<file path="config.mk">
export PLATFORM = sky130hd
export DESIGN_NAME = sps_parallel_port
export DESIGN_NICKNAME = d
export VERILOG_FILES = /design/src/hw/sps_pkg.sv /design/src/hw/sps_parallel_port.sv
export SDC_FILE = /design/constraint.sdc
export NUM_CORES = 1
export LEC_CHECK = 0
export ABC_AREA = 1
export BUFFER_PORTS_ARGS = -buffer_cell sky130_fd_sc_hd__buf_2
export CAP_MARGIN = 20
export CORE_MARGIN = 2
export CORE_UTILIZATION = 49
export CTS_CLUSTER_SIZE = 28
export DETAILED_ROUTE_END_ITERATION = 10
export HOLD_SLACK_MARGIN = 0.02
export PLACE_DENSITY = 0.78
export SLEW_MARGIN = 20
export SYNTH_ARGS = -nofsm -noshare
export SYNTH_HDL_FRONTEND = slang
export SYNTH_SLANG_ARGS = --single-unit
</file>
<file path="constraint.sdc">
create_clock -name ref_clk -period 2 [get_ports ref_clk]
set_input_delay 0.4 -clock ref_clk [delete_from_list [all_inputs] [get_ports ref_clk]]
set_output_delay 0.4 -clock ref_clk [all_outputs]
set_load 0.05 [all_outputs]
</file>
<file path="src/hw/sps_pkg.sv">
// Package for the parallel clocking and status port: register map, field layout,
// reset values and the carrier types shared by the design.
// Assumes a 32-bit register port with word-aligned byte offsets.
package sps_pkg;

    // Register byte offsets.
    localparam logic [3:0] SPS_OFF_STATUS  = 4'h0;
    localparam logic [3:0] SPS_OFF_MASK    = 4'h4;
    localparam logic [3:0] SPS_OFF_CONTROL = 4'h8;
    localparam logic [3:0] SPS_OFF_STATE   = 4'hc;

    // Sticky event bit positions in the status and mask registers.
    localparam int SPS_EV_TXERR = 0;
    localparam int SPS_EV_PDOWN = 1;
    localparam int SPS_EV_BIST  = 2;
    localparam int SPS_EV_W     = 3;

    // Self-test control value that enables the status display.
    localparam logic [1:0] SPS_BIST_SHOW = 2'h2;

    // Width of the half-period measurement counter.
    localparam int SPS_HALF_W = 8;

    // Control register layout, bit 0 first: txRate, rxRate, txClkSrc, reclkOe1, reclkOe2, selftestCtl[1:0].
    typedef struct packed {
        logic [1:0] selftestCtl;   // Receive self-test control.
        logic       reclkOe2;      // Reclocker serial output enable two.
        logic       reclkOe1;      // Reclocker serial output enable one.
        logic       txClkSrc;      // 1 selects the reference clock for capture.
        logic       rxRate;        // 1 selects half-rate receive clocking.
        logic       txRate;        // 1 selects half-rate transmit clocking.
    } sps_ctrl_t;

    localparam int            SPS_CTRL_W     = 7;
    localparam logic [6:0]    SPS_CTRL_RESET = 7'h1c;

    // Captured transmit character.
    typedef struct packed {
        logic       valid;         // One-cycle capture pulse.
        logic [9:0] data;          // Captured character.
    } sps_txword_t;

endpackage

</file>
<file path="src/hw/sps_parallel_port.sv">
// Parallel host port clocking and status logic of the serializer/deserializer.
// Assumes the clock and character pins arrive asynchronously to ref_clk and are sampled here,
// and that the register port master runs on ref_clk.
//
// How it works
// - Transmit clock output changes only on reference-clock derived character ticks.
// - Transmit clock output at reference rate when rate select 0, double when 1.
// - No fixed phase between transmit clock output and reference clock is promised.
// - Full-rate receive clock pair complementary; data changes after true clock rises.
// - Half-rate receive clock pair at half character rate; data changes on both edges.
// - Self-test enabled puts status on receive data bits one and zero and status pin.
// - Status pin shows self-test reception state when self-test control equals 10.
// - Reclocker powered-down flag high when both reclocker output enables are zero.
// - Half-rate reference clocking samples transmit data on both reference edges.
// - Half-rate reference clocking presents transmit error on both reference edges.
// - Receive interface clock runs continuously at the rate the rate select chooses.
// - Transmit data captured on rising edge of the clock the source select picks, on both reference edges in half rate.
//
// The implementer's own choices: the register offsets and the strobed register port.
`timescale 1ns/1ps

module sps_parallel_port
    import sps_pkg::*;
(
    input  wire logic        ref_clk,                     // System clock, 200 MHz.
    input  wire logic        rst_n,                       // Synchronous reset, active low.
    input  wire logic        tx_reference_clock,          // Transmit reference clock pin.
    input  wire logic        tx_interface_clock,          // Transmit interface clock pin.
    input  wire logic [9:0]  tx_parallel_data,            // Transmit character pins.
    input  wire logic        tx_fault,                    // Phase buffer fault, ref_clk domain.
    input  wire logic        rx_recovered_clock,          // Recovered character clock pin.
    input  wire logic [9:0]  rx_char_data,                // Recovered character, recovered domain.
    input  wire logic [2:0]  selftest_state,              // Self-test status code, ref_clk domain.
    input  wire logic [3:0]  reg_addr,                    // Register byte address.
    input  wire logic [31:0] reg_wdata,                   // Register write data.
    input  wire logic        reg_write,                   // Write strobe.
    input  wire logic        reg_read,                    // Read strobe.
    output logic      [31:0] reg_rdata,                   // Read data, cycle after the strobe.
    output logic             irq,                         // Level interrupt.
    output logic             tx_clock_out,                // Transmit clock output.
    output logic             tx_error_flag,               // Transmit error output.
    output sps_txword_t      tx_word,                     // Captured transmit character.
    output logic             rx_interface_clock,          // Receive clock, true.
    output logic             rx_interface_clock_n,        // Receive clock, complement.
    output logic      [9:0]  rx_parallel_data,            // Receive data output.
    output logic             selftest_status_out,         // Self-test status output.
    output logic             reclocker_powered_down_flag  // Reclocker powered down.
);

    sps_ctrl_t             ctrl;
    logic [SPS_EV_W-1:0]   status;
    logic [SPS_EV_W-1:0]   mask;
    logic [1:0]            refSync;
    logic [1:0]            txIfSync;
    logic [1:0]            rxRecSync;
    logic [9:0]            txDataMeta;
    logic [9:0]            txDataSync;
    logic [9:0]            rxDataMeta;
    logic [9:0]            rxDataSync;
    logic                  refLast;
    logic                  txIfLast;
    logic                  rxRecLast;
    logic [SPS_HALF_W-1:0] halfCnt;
    logic [SPS_HALF_W-1:0] halfLen;
    logic                  rxTick;
    logic                  txErrLast;
    logic                  pdownLast;
    logic                  bistLast;

    // Pin synchronisers; the first stage feeds only the second.
    always_ff @(posedge ref_clk)
    begin
        if (!rst_n)
        begin
            refSync    <= 2'h0;
            txIfSync   <= 2'h0;
            rxRecSync  <= 2'h0;
            txDataMeta <= 10'h000;
            txDataSync <= 10'h000;
            rxDataMeta <= 10'h000;
            rxDataSync <= 10'h000;
        end
        else
        begin
            refSync    <= {refSync[0], tx_reference_clock};
            txIfSync   <= {txIfSync[0], tx_interface_clock};
            rxRecSync  <= {rxRecSync[0], rx_recovered_clock};
            txDataMeta <= tx_parallel_data;
            txDataSync <= txDataMeta;
            rxDataMeta <= rx_char_data;
            rxDataSync <= rxDataMeta;
        end
    end

    // Edge history of the synchronised clocks.
    always_ff @(posedge ref_clk)
    begin
        if (!rst_n)
        begin
            refLast   <= 1'b0;
            txIfLast  <= 1'b0;
            rxRecLast <= 1'b0;
        end
        else
        begin
            refLast   <= refSync[1];
            txIfLast  <= txIfSync[1];
            rxRecLast <= rxRecSync[1];
        end
    end

    // Edge detection on the second synchroniser stage only.
    wire refRise  = refSync[1] & ~refLast;
    wire refFall  = ~refSync[1] & refLast;
    wire refEdge  = refRise | refFall;
    wire txIfRise = txIfSync[1] & ~txIfLast;
    wire rxRise   = rxRecSync[1] & ~rxRecLast;

    // Midpoint of a reference half period; a half period shorter than two cycles has no midpoint.
    wire midTick = ctrl.txRate & ~refEdge & (halfLen >= SPS_HALF_W'(2)) & (halfCnt == (halfLen >> 1));

    // Half-period measurement of the reference clock, saturating for a stopped clock.
    always_ff @(posedge ref_clk)
    begin
        if (!rst_n)
        begin
            halfCnt <= '0;
            halfLen <= '0;
        end
        else if (refEdge)
        begin
            halfCnt <= SPS_HALF_W'(1);
            halfLen <= halfCnt;
        end
        else if (halfCnt != '1)
        begin
            halfCnt <= halfCnt + SPS_HALF_W'(1);
        end
    end

    // The output clock is rebuilt from sampled edges, so its phase against the pin is loose.
    always_ff @(posedge ref_clk)
    begin
        if (!rst_n)
            tx_clock_out <= 1'b0;
        else if (!ctrl.txRate && refEdge)
            tx_clock_out <= refSync[1];
        else if (ctrl.txRate && (refEdge || midTick))
            tx_clock_out <= ~tx_clock_out;
    end

    // Capture clock: both reference edges in half-rate with the reference selected, else the selected rising edge.
    wire txCapRef  = ctrl.txRate ? refEdge : refRise;
    wire txCapture = ctrl.txClkSrc ? txCapRef : txIfRise;

    always_ff @(posedge ref_clk)
    begin
        if (!rst_n)
            tx_word <= '0;
        else
            tx_word <= '{valid: txCapture, data: txCapture ? txDataSync : tx_word.data};
    end

    // Error output moves only on the reference edges of the chosen rate.
    wire errStrobe = ctrl.txRate ? refEdge : refRise;

    always_ff @(posedge ref_clk)
    begin
        if (!rst_n)
            tx_error_flag <= 1'b0;
        else if (errStrobe)
            tx_error_flag <= tx_fault;
    end

    // Receive clock pair: follows the character clock, or halves it.
    always_ff @(posedge ref_clk)
    begin
        if (!rst_n)
        begin
            rx_interface_clock   <= 1'b0;
            rx_interface_clock_n <= 1'b1;
        end
        else if (!ctrl.rxRate)
        begin
            rx_interface_clock   <= rxRecSync[1];
            rx_interface_clock_n <= ~rxRecSync[1];
        end
        else if (rxRise)
        begin
            rx_interface_clock   <= ~rx_interface_clock;
            rx_interface_clock_n <= rx_interface_clock;
        end
    end

    // Data follows one cycle after the clock pair has moved, so it never races the edge.
    always_ff @(posedge ref_clk)
    begin
        if (!rst_n)
            rxTick <= 1'b0;
        else
            rxTick <= rxRise;
    end

    // Self-test display overrides the low bits; bits nine to two stay raw data.
    wire bistShow = (ctrl.selftestCtl == SPS_BIST_SHOW);

    always_ff @(posedge ref_clk)
    begin
        if (!rst_n)
            rx_parallel_data <= 10'h000;
        else if (rxTick)
            rx_parallel_data <= {rxDataSync[9:2], bistShow ? selftest_state[1:0] : rxDataSync[1:0]};
    end

    // Status pin shows the top code bit; held low when the display is off.
    always_ff @(posedge ref_clk)
    begin
        if (!rst_n)
            selftest_status_out <= 1'b0;
        else if (!bistShow)
            selftest_status_out <= 1'b0;
        else if (rxTick)
            selftest_status_out <= selftest_state[2];
    end

    // Powered-down flag; not tied to any clock edge of the data path.
    always_ff @(posedge ref_clk)
    begin
        if (!rst_n)
            reclocker_powered_down_flag <= 1'b0;
        else
            reclocker_powered_down_flag <= ~(ctrl.reclkOe1 | ctrl.reclkOe2);
    end

    // Event sources: rising edges of the three watched conditions.
    always_ff @(posedge ref_clk)
    begin
        if (!rst_n)
        begin
            txErrLast <= 1'b0;
            pdownLast <= 1'b0;
            bistLast  <= 1'b0;
        end
        else
        begin
            txErrLast <= tx_error_flag;
            pdownLast <= reclocker_powered_down_flag;
            bistLast  <= selftest_status_out;
        end
    end

    wire [SPS_EV_W-1:0] events = {selftest_status_out & ~bistLast,
                                  reclocker_powered_down_flag & ~pdownLast,
                                  tx_error_flag & ~txErrLast};

    // Register decode.
    wire selStatus  = (reg_addr == SPS_OFF_STATUS);
    wire selMask    = (reg_addr == SPS_OFF_MASK);
    wire selControl = (reg_addr == SPS_OFF_CONTROL);
    wire selState   = (reg_addr == SPS_OFF_STATE);
    wire [SPS_EV_W-1:0] statusClr = (reg_read && selStatus) ? status : '0;

    wire [31:0] readMux = selStatus  ? {29'h0, status} :
                          selMask    ? {29'h0, mask} :
                          selControl ? {25'h0, ctrl} :
                          selState   ? {16'h0, halfLen, 3'h0, rx_interface_clock, tx_clock_out,
                                        reclocker_powered_down_flag, selftest_status_out, tx_error_flag} :
                          32'h0;

    // A set in the cycle of the clearing read survives, so no event is lost.
    always_ff @(posedge ref_clk)
    begin
        if (!rst_n)
            status <= '0;
        else
            status <= (status & ~statusClr) | events;
    end

    always_ff @(posedge ref_clk)
    begin
        if (!rst_n)
        begin
            mask <= '0;
            ctrl <= SPS_CTRL_RESET;
        end
        else if (reg_write && selMask)
            mask <= reg_wdata[SPS_EV_W-1:0];
        else if (reg_write && selControl)
            ctrl <= reg_wdata[SPS_CTRL_W-1:0];
    end

    always_ff @(posedge ref_clk)
    begin
        if (!rst_n)
            reg_rdata <= 32'h0;
        else
            reg_rdata <= reg_read ? readMux : 32'h0;
    end

    assign irq = |(status & mask);

    // Checks on the clock, capture and status behaviour.
    property p_txclk_full;
        @(posedge ref_clk) disable iff (!rst_n)
        (!ctrl.txRate && refRise) |=> tx_clock_out;
    endproperty
    a_txclk_full: assert property (p_txclk_full) else $error("tx clock not high after ref rise");

    property p_txclk_half;
        @(posedge ref_clk) disable iff (!rst_n)
        (ctrl.txRate && $stable(ctrl.txRate) && (refEdge || midTick)) |=> (tx_clock_out != $past(tx_clock_out));
    endproperty
    a_txclk_half: assert property (p_txclk_half) else $error("tx clock did not toggle in half rate");

    property p_txclk_source;
        @(posedge ref_clk) disable iff (!rst_n)
        $changed(tx_clock_out) |-> $past(refEdge || midTick);
    endproperty
    a_txclk_source: assert property (p_txclk_source) else $error("tx clock moved without a tick");

    property p_cap_both;
        @(posedge ref_clk) disable iff (!rst_n)
        (ctrl.txRate && ctrl.txClkSrc && refFall) |=> (tx_word.valid && tx_word.data == $past(txDataSync));
    endproperty
    a_cap_both: assert property (p_cap_both) else $error("half-rate fall edge not captured");

    property p_cap_select;
        @(posedge ref_clk) disable iff (!rst_n)
        (!ctrl.txClkSrc && !txIfRise) |=> !tx_word.valid;
    endproperty
    a_cap_select: assert property (p_cap_select) else $error("capture without selected clock edge");

    property p_err_edge;
        @(posedge ref_clk) disable iff (!rst_n)
        $changed(tx_error_flag) |-> $past(errStrobe);
    endproperty
    a_err_edge: assert property (p_err_edge) else $error("error output moved off reference edge");

    property p_rx_full;
        @(posedge ref_clk) disable iff (!rst_n)
        (!ctrl.rxRate && rxRise) |=> (rx_interface_clock && !rx_interface_clock_n && rxTick)
            ##1 (rx_parallel_data[9:2] == $past(rxDataSync[9:2]));
    endproperty
    a_rx_full: assert property (p_rx_full) else $error("full-rate rx clock or data timing wrong");

    property p_rx_half;
        @(posedge ref_clk) disable iff (!rst_n)
        (ctrl.rxRate && $stable(ctrl.rxRate) && rxRise) |=> ($changed(rx_interface_clock) && rxTick)
            ##1 (rx_parallel_data[9:2] == $past(rxDataSync[9:2]));
    endproperty
    a_rx_half: assert property (p_rx_half) else $error("half-rate rx clock did not toggle");

    property p_bist_low;
        @(posedge ref_clk) disable iff (!rst_n)
        (bistShow && rxTick) |=> (rx_parallel_data[1:0] == $past(selftest_state[1:0]));
    endproperty
    a_bist_low: assert property (p_bist_low) else $error("self-test code missing on low bits");

    property p_bist_pin;
        @(posedge ref_clk) disable iff (!rst_n)
        (bistShow && $stable(ctrl.selftestCtl) && rxTick) |=> (selftest_status_out == $past(selftest_state[2]));
    endproperty
    a_bist_pin: assert property (p_bist_pin) else $error("self-test status pin wrong");

    property p_pdown;
        @(posedge ref_clk) disable iff (!rst_n)
        (!ctrl.reclkOe1 && !ctrl.reclkOe2) [*2] |-> reclocker_powered_down_flag;
    endproperty
    a_pdown: assert property (p_pdown) else $error("powered-down flag not raised");

    property p_sticky;
        @(posedge ref_clk) disable iff (!rst_n)
        events[SPS_EV_PDOWN] |=> status[SPS_EV_PDOWN];
    endproperty
    a_sticky: assert property (p_sticky) else $error("event bit not kept");

    c_half_tx:   cover property (@(posedge ref_clk) disable iff (!rst_n) ctrl.txRate && midTick);
    c_bist_show: cover property (@(posedge ref_clk) disable iff (!rst_n) bistShow && rxTick);
    c_irq:       cover property (@(posedge ref_clk) disable iff (!rst_n) irq && reg_read && selStatus);

endmodule // sps_parallel_port

</file>
==> impl_results.md <==
- Pwr dens: 1090 nW/um^2
- Vias in the first global route: 3376
- Synth Area in XOR/XNOR: 0.591%
- Critical path's top delay family: flip-flops
- Finished Core Util: 62.3%
- Largest net degree at the start of global routing: 28
- Worst r2r src: refLast
- Asr flop ratio synth: 0%
- Synth Cell Area: 4440 sq um
- Post-synth EDFFs: 0
- RSZ-0062 raised after global routing: false
- Die Wd: 99.2 microns
- R2R Setup Slk: 420 ps
- Final Hold Viols: 0
- Final Slew Violations: 0
- Detailed Route WL: 8470 microns
- Share of cells above drive strength 1: 21.4%
- Number of max-cap violations: 0
- Primary FF master, synth: dfxtp_1
- I/O pin total: 127
- CTS sink cnt: 124
- Worst Path Arrival: 1280 ps
- Outcome: complete, no violations
- Starting density of the core: 50.7%
- Period Utilization, post-route: 84.0%
- H-tree levels: 4
- Post-Place Cells: 729
- DP Area: 4890 sq um
- Pre-CTS setup slack: 439 ps
- Overflow left after global routing: 0
- Hold crit path type: in2reg
- Sum of negative setup slack: 0 ps
- Post-synthesis adder-cell area fraction: 0.563%
- Synth area leader: dfxtp_1
- Largest cells by area after synthesis: dfxtp_1 56%, nand2_1 10%, inv_1 8.1%
- CTS Root Cell: clkbuf_8
- Largest family of logic cells by synthesized area: simple AND/OR/NAND/NOR gates
- Post-cts resize count: 0
- DR pass1 iterations: 4
- Worst VDD drop: 523 uV
- Number of buffers added on ports: 84
- R2R Path End: tx_word[9]
- Synth Warn #: 0
- Hold depth: 3
- Crit path max fanout: 3
- CP max-delay cell: dfxtp_1
- Final total power: 5.96 mW
- Worst Reg2Reg Path Length in Cells: 9
- Crit path time final: 1680 ps
- Simple-Gate Fraction of Synth Area: 18.1%
- CTS tree: done
- Clk_lat worst skew: 510 ps
- DR vias/cell: 4.64
- Post-synth top cells: 124 x dfxtp_1, 118 x nand2_1, 96 x inv_1, 48 x nor2_1
- # rows: 34
- First-pass GRT wire length: 14500 microns
- Synth Register Bits: 124
- Fin nets: 709
- Routed length per placed instance: 11.1 microns
- Die height: 99.2 microns
- Req. time, crit path: 1600 ps
- Synth top area share: 55.9%
- Sequential fraction of the synthesis area: 55.9%
- Fin Hold WS: 71.6 ps
- Hold_sp: rx_char_data[2]
- Worst setup path class: reg2out
- Fin cells: 761
- Die ar.: 9850 sq um
- Skew final: 8.46 ps
- CP cell instances: nand2_1 > nand3_1 > buf_2
- Non-Filler Cell Area, Final: 5460 sq um
- Slew at the pin with the worst max-slew slack: 526 ps
- Area growth syn-to-layout: 22.8%
- Most common cell in the netlist: dfxtp_1
- N_diodes: 0
- Bufs on Longest Clock Path: 2
- LEAKAGE: 2.85 nW
- DRC: 0
- DRT iter0 DRCs: 156
- GRT Resource Usage Total: 18.3%
- Initial antenna violation count: 0
- Hold Crit Endpoint: rxDataMeta[2]
- Vias after detailed routing: 3531
- Clk slew on worst S/H paths: 60 ps
- Post-CTS setup buffers: 0
- Worst setup SP type: flip-flop
- Synth Area in Compound Gates: 11.5%
- Worst Slack Setup Final: 321 ps
- Slowest stage delay, CP: 370 ps
- Clock buffers created by TritonCTS: 17
- Synth unique cells: 33
- Core area: 8760 sq um
- CTS Hold Bufs: 0
- Dpl hpwl: 5890 microns
- Post-synthesis mux area share: 0%
- # setup viols final: 0
- Antenna-violating nets left: 0
- CP Capture Type: output port
- Crit path buf inv count: 1
- Synthesized instance count: 548
- Gp weighted congestion: 0.823
- Maximum clock rate: 0.595 GHz
- Worst slew margin: 64.9%
- Syn avg cell area: 8.11 sq um
==> cell type report <==
class / count / area [sq um]
tap: 108 / 135
clock inverter: 11 / 118
fill: 758 / 3300
clock buffer: 21 / 449
timing repair buffer: 90 / 465
inverter: 101 / 379
sequential: 124 / 2480
multi-input combinational: 306 / 1430
==> layer usage <==
metal	vias up	GRT usage, %	share of wire [%]	routed length (microns)
met4	0	8.22	1.5	131
met1	1585	21.7	45	3800
met2	102	30.6	48	4050
met3	12	5.62	5.7	485
li1	1832	-	-	-
met5	-	0	0	0
==> placed cells by master (no fill, tap or decap) <==
cell type and count:
a21oi_2 10, clkbuf_1 2, bufinv_16 2, nor3_1 4, a21o_1 1, xor2_1 1, clkbuf_16 16, nand2_1 118
buf_4 6, clkbuf_8 3, dfxtp_1 124, inv_1 96, a21oi_1 27, nor2_2 1, ha_1 2, inv_6 1
o21ai_1 14, o211ai_1 5, nand3_4 1, nor2_1 48, nor3_2 1, nand3_2 1, a31oi_1 2, a41oi_1 1
nor4_1 1, inv_2 4, conb_1 17, nor3_4 1, o21ai_0 27, buf_2 84, clkinv_2 5, nand3_1 19
o21a_1 1, clkinv_1 1, clkinvlp_4 2, clkinv_4 1, xnor2_1 2, o21ai_2 1
==> cell families (layout without fill, tap and decap cells) <==
logic type / count (synthesis) / after routing
buf+inv: 134 / 223
simple gates: 195 / 195
flops: 124 / 124
compound gates: 89 / 89
xor+xnor: 3 / 3
fa+ha+maj: 2 / 2
other cells: 1 / 17
==> power breakdown <==
part	switching (mW)	internal [mW]	total (mW)	leakage, nW
combinational	0.349	0.130	0.479	1.55
clock	1.03	1.83	2.86	0.278
sequential	0.0481	2.57	2.62	1.01
==> state kept, by name, indices dropped and copies added (netlist names), 2 cells and up <==
| register | flops |
|---|---|
| status | 3 |
| rxDataMeta | 10 |
| halfCnt | 8 |
| txIfSync | 2 |
| rxDataSync | 10 |
| ctrl | 7 |
| txDataSync | 10 |
| halfLen | 8 |
| tx_word | 11 |
| refSync | 2 |
| mask | 3 |
| reg_rdata | 15 |
| rxRecSync | 2 |
| txDataMeta | 10 |
| rx_parallel_data | 10 |
==> worst reg2reg max path, cell delays in order (launching register included) <==
cell and delay (ps):
dfxtp_1 310, inv_1 40, ha_1 280, nand2_1 90
o21ai_2 90, inv_2 60, a21oi_2 110, buf_4 280
o21ai_0 130, a21oi_1 120
==> how the worst max path moves through the flow <==
stage | startpoint | to | slack (ps) | depth (start not counted)
after detailed placement | refLast | tx_word[9] | 440 | 9
after floorplan | refLast | tx_word[0] | 650 | 9
after CTS | status[0] | irq | 300 | 3
final | status[0] | irq | 320 | 3
after global placement | refSync[1] | tx_word[9] | 490 | 8
after global routing | status[0] | irq | 230 | 3
Note: power is estimated with default switching activity, not from simulation.
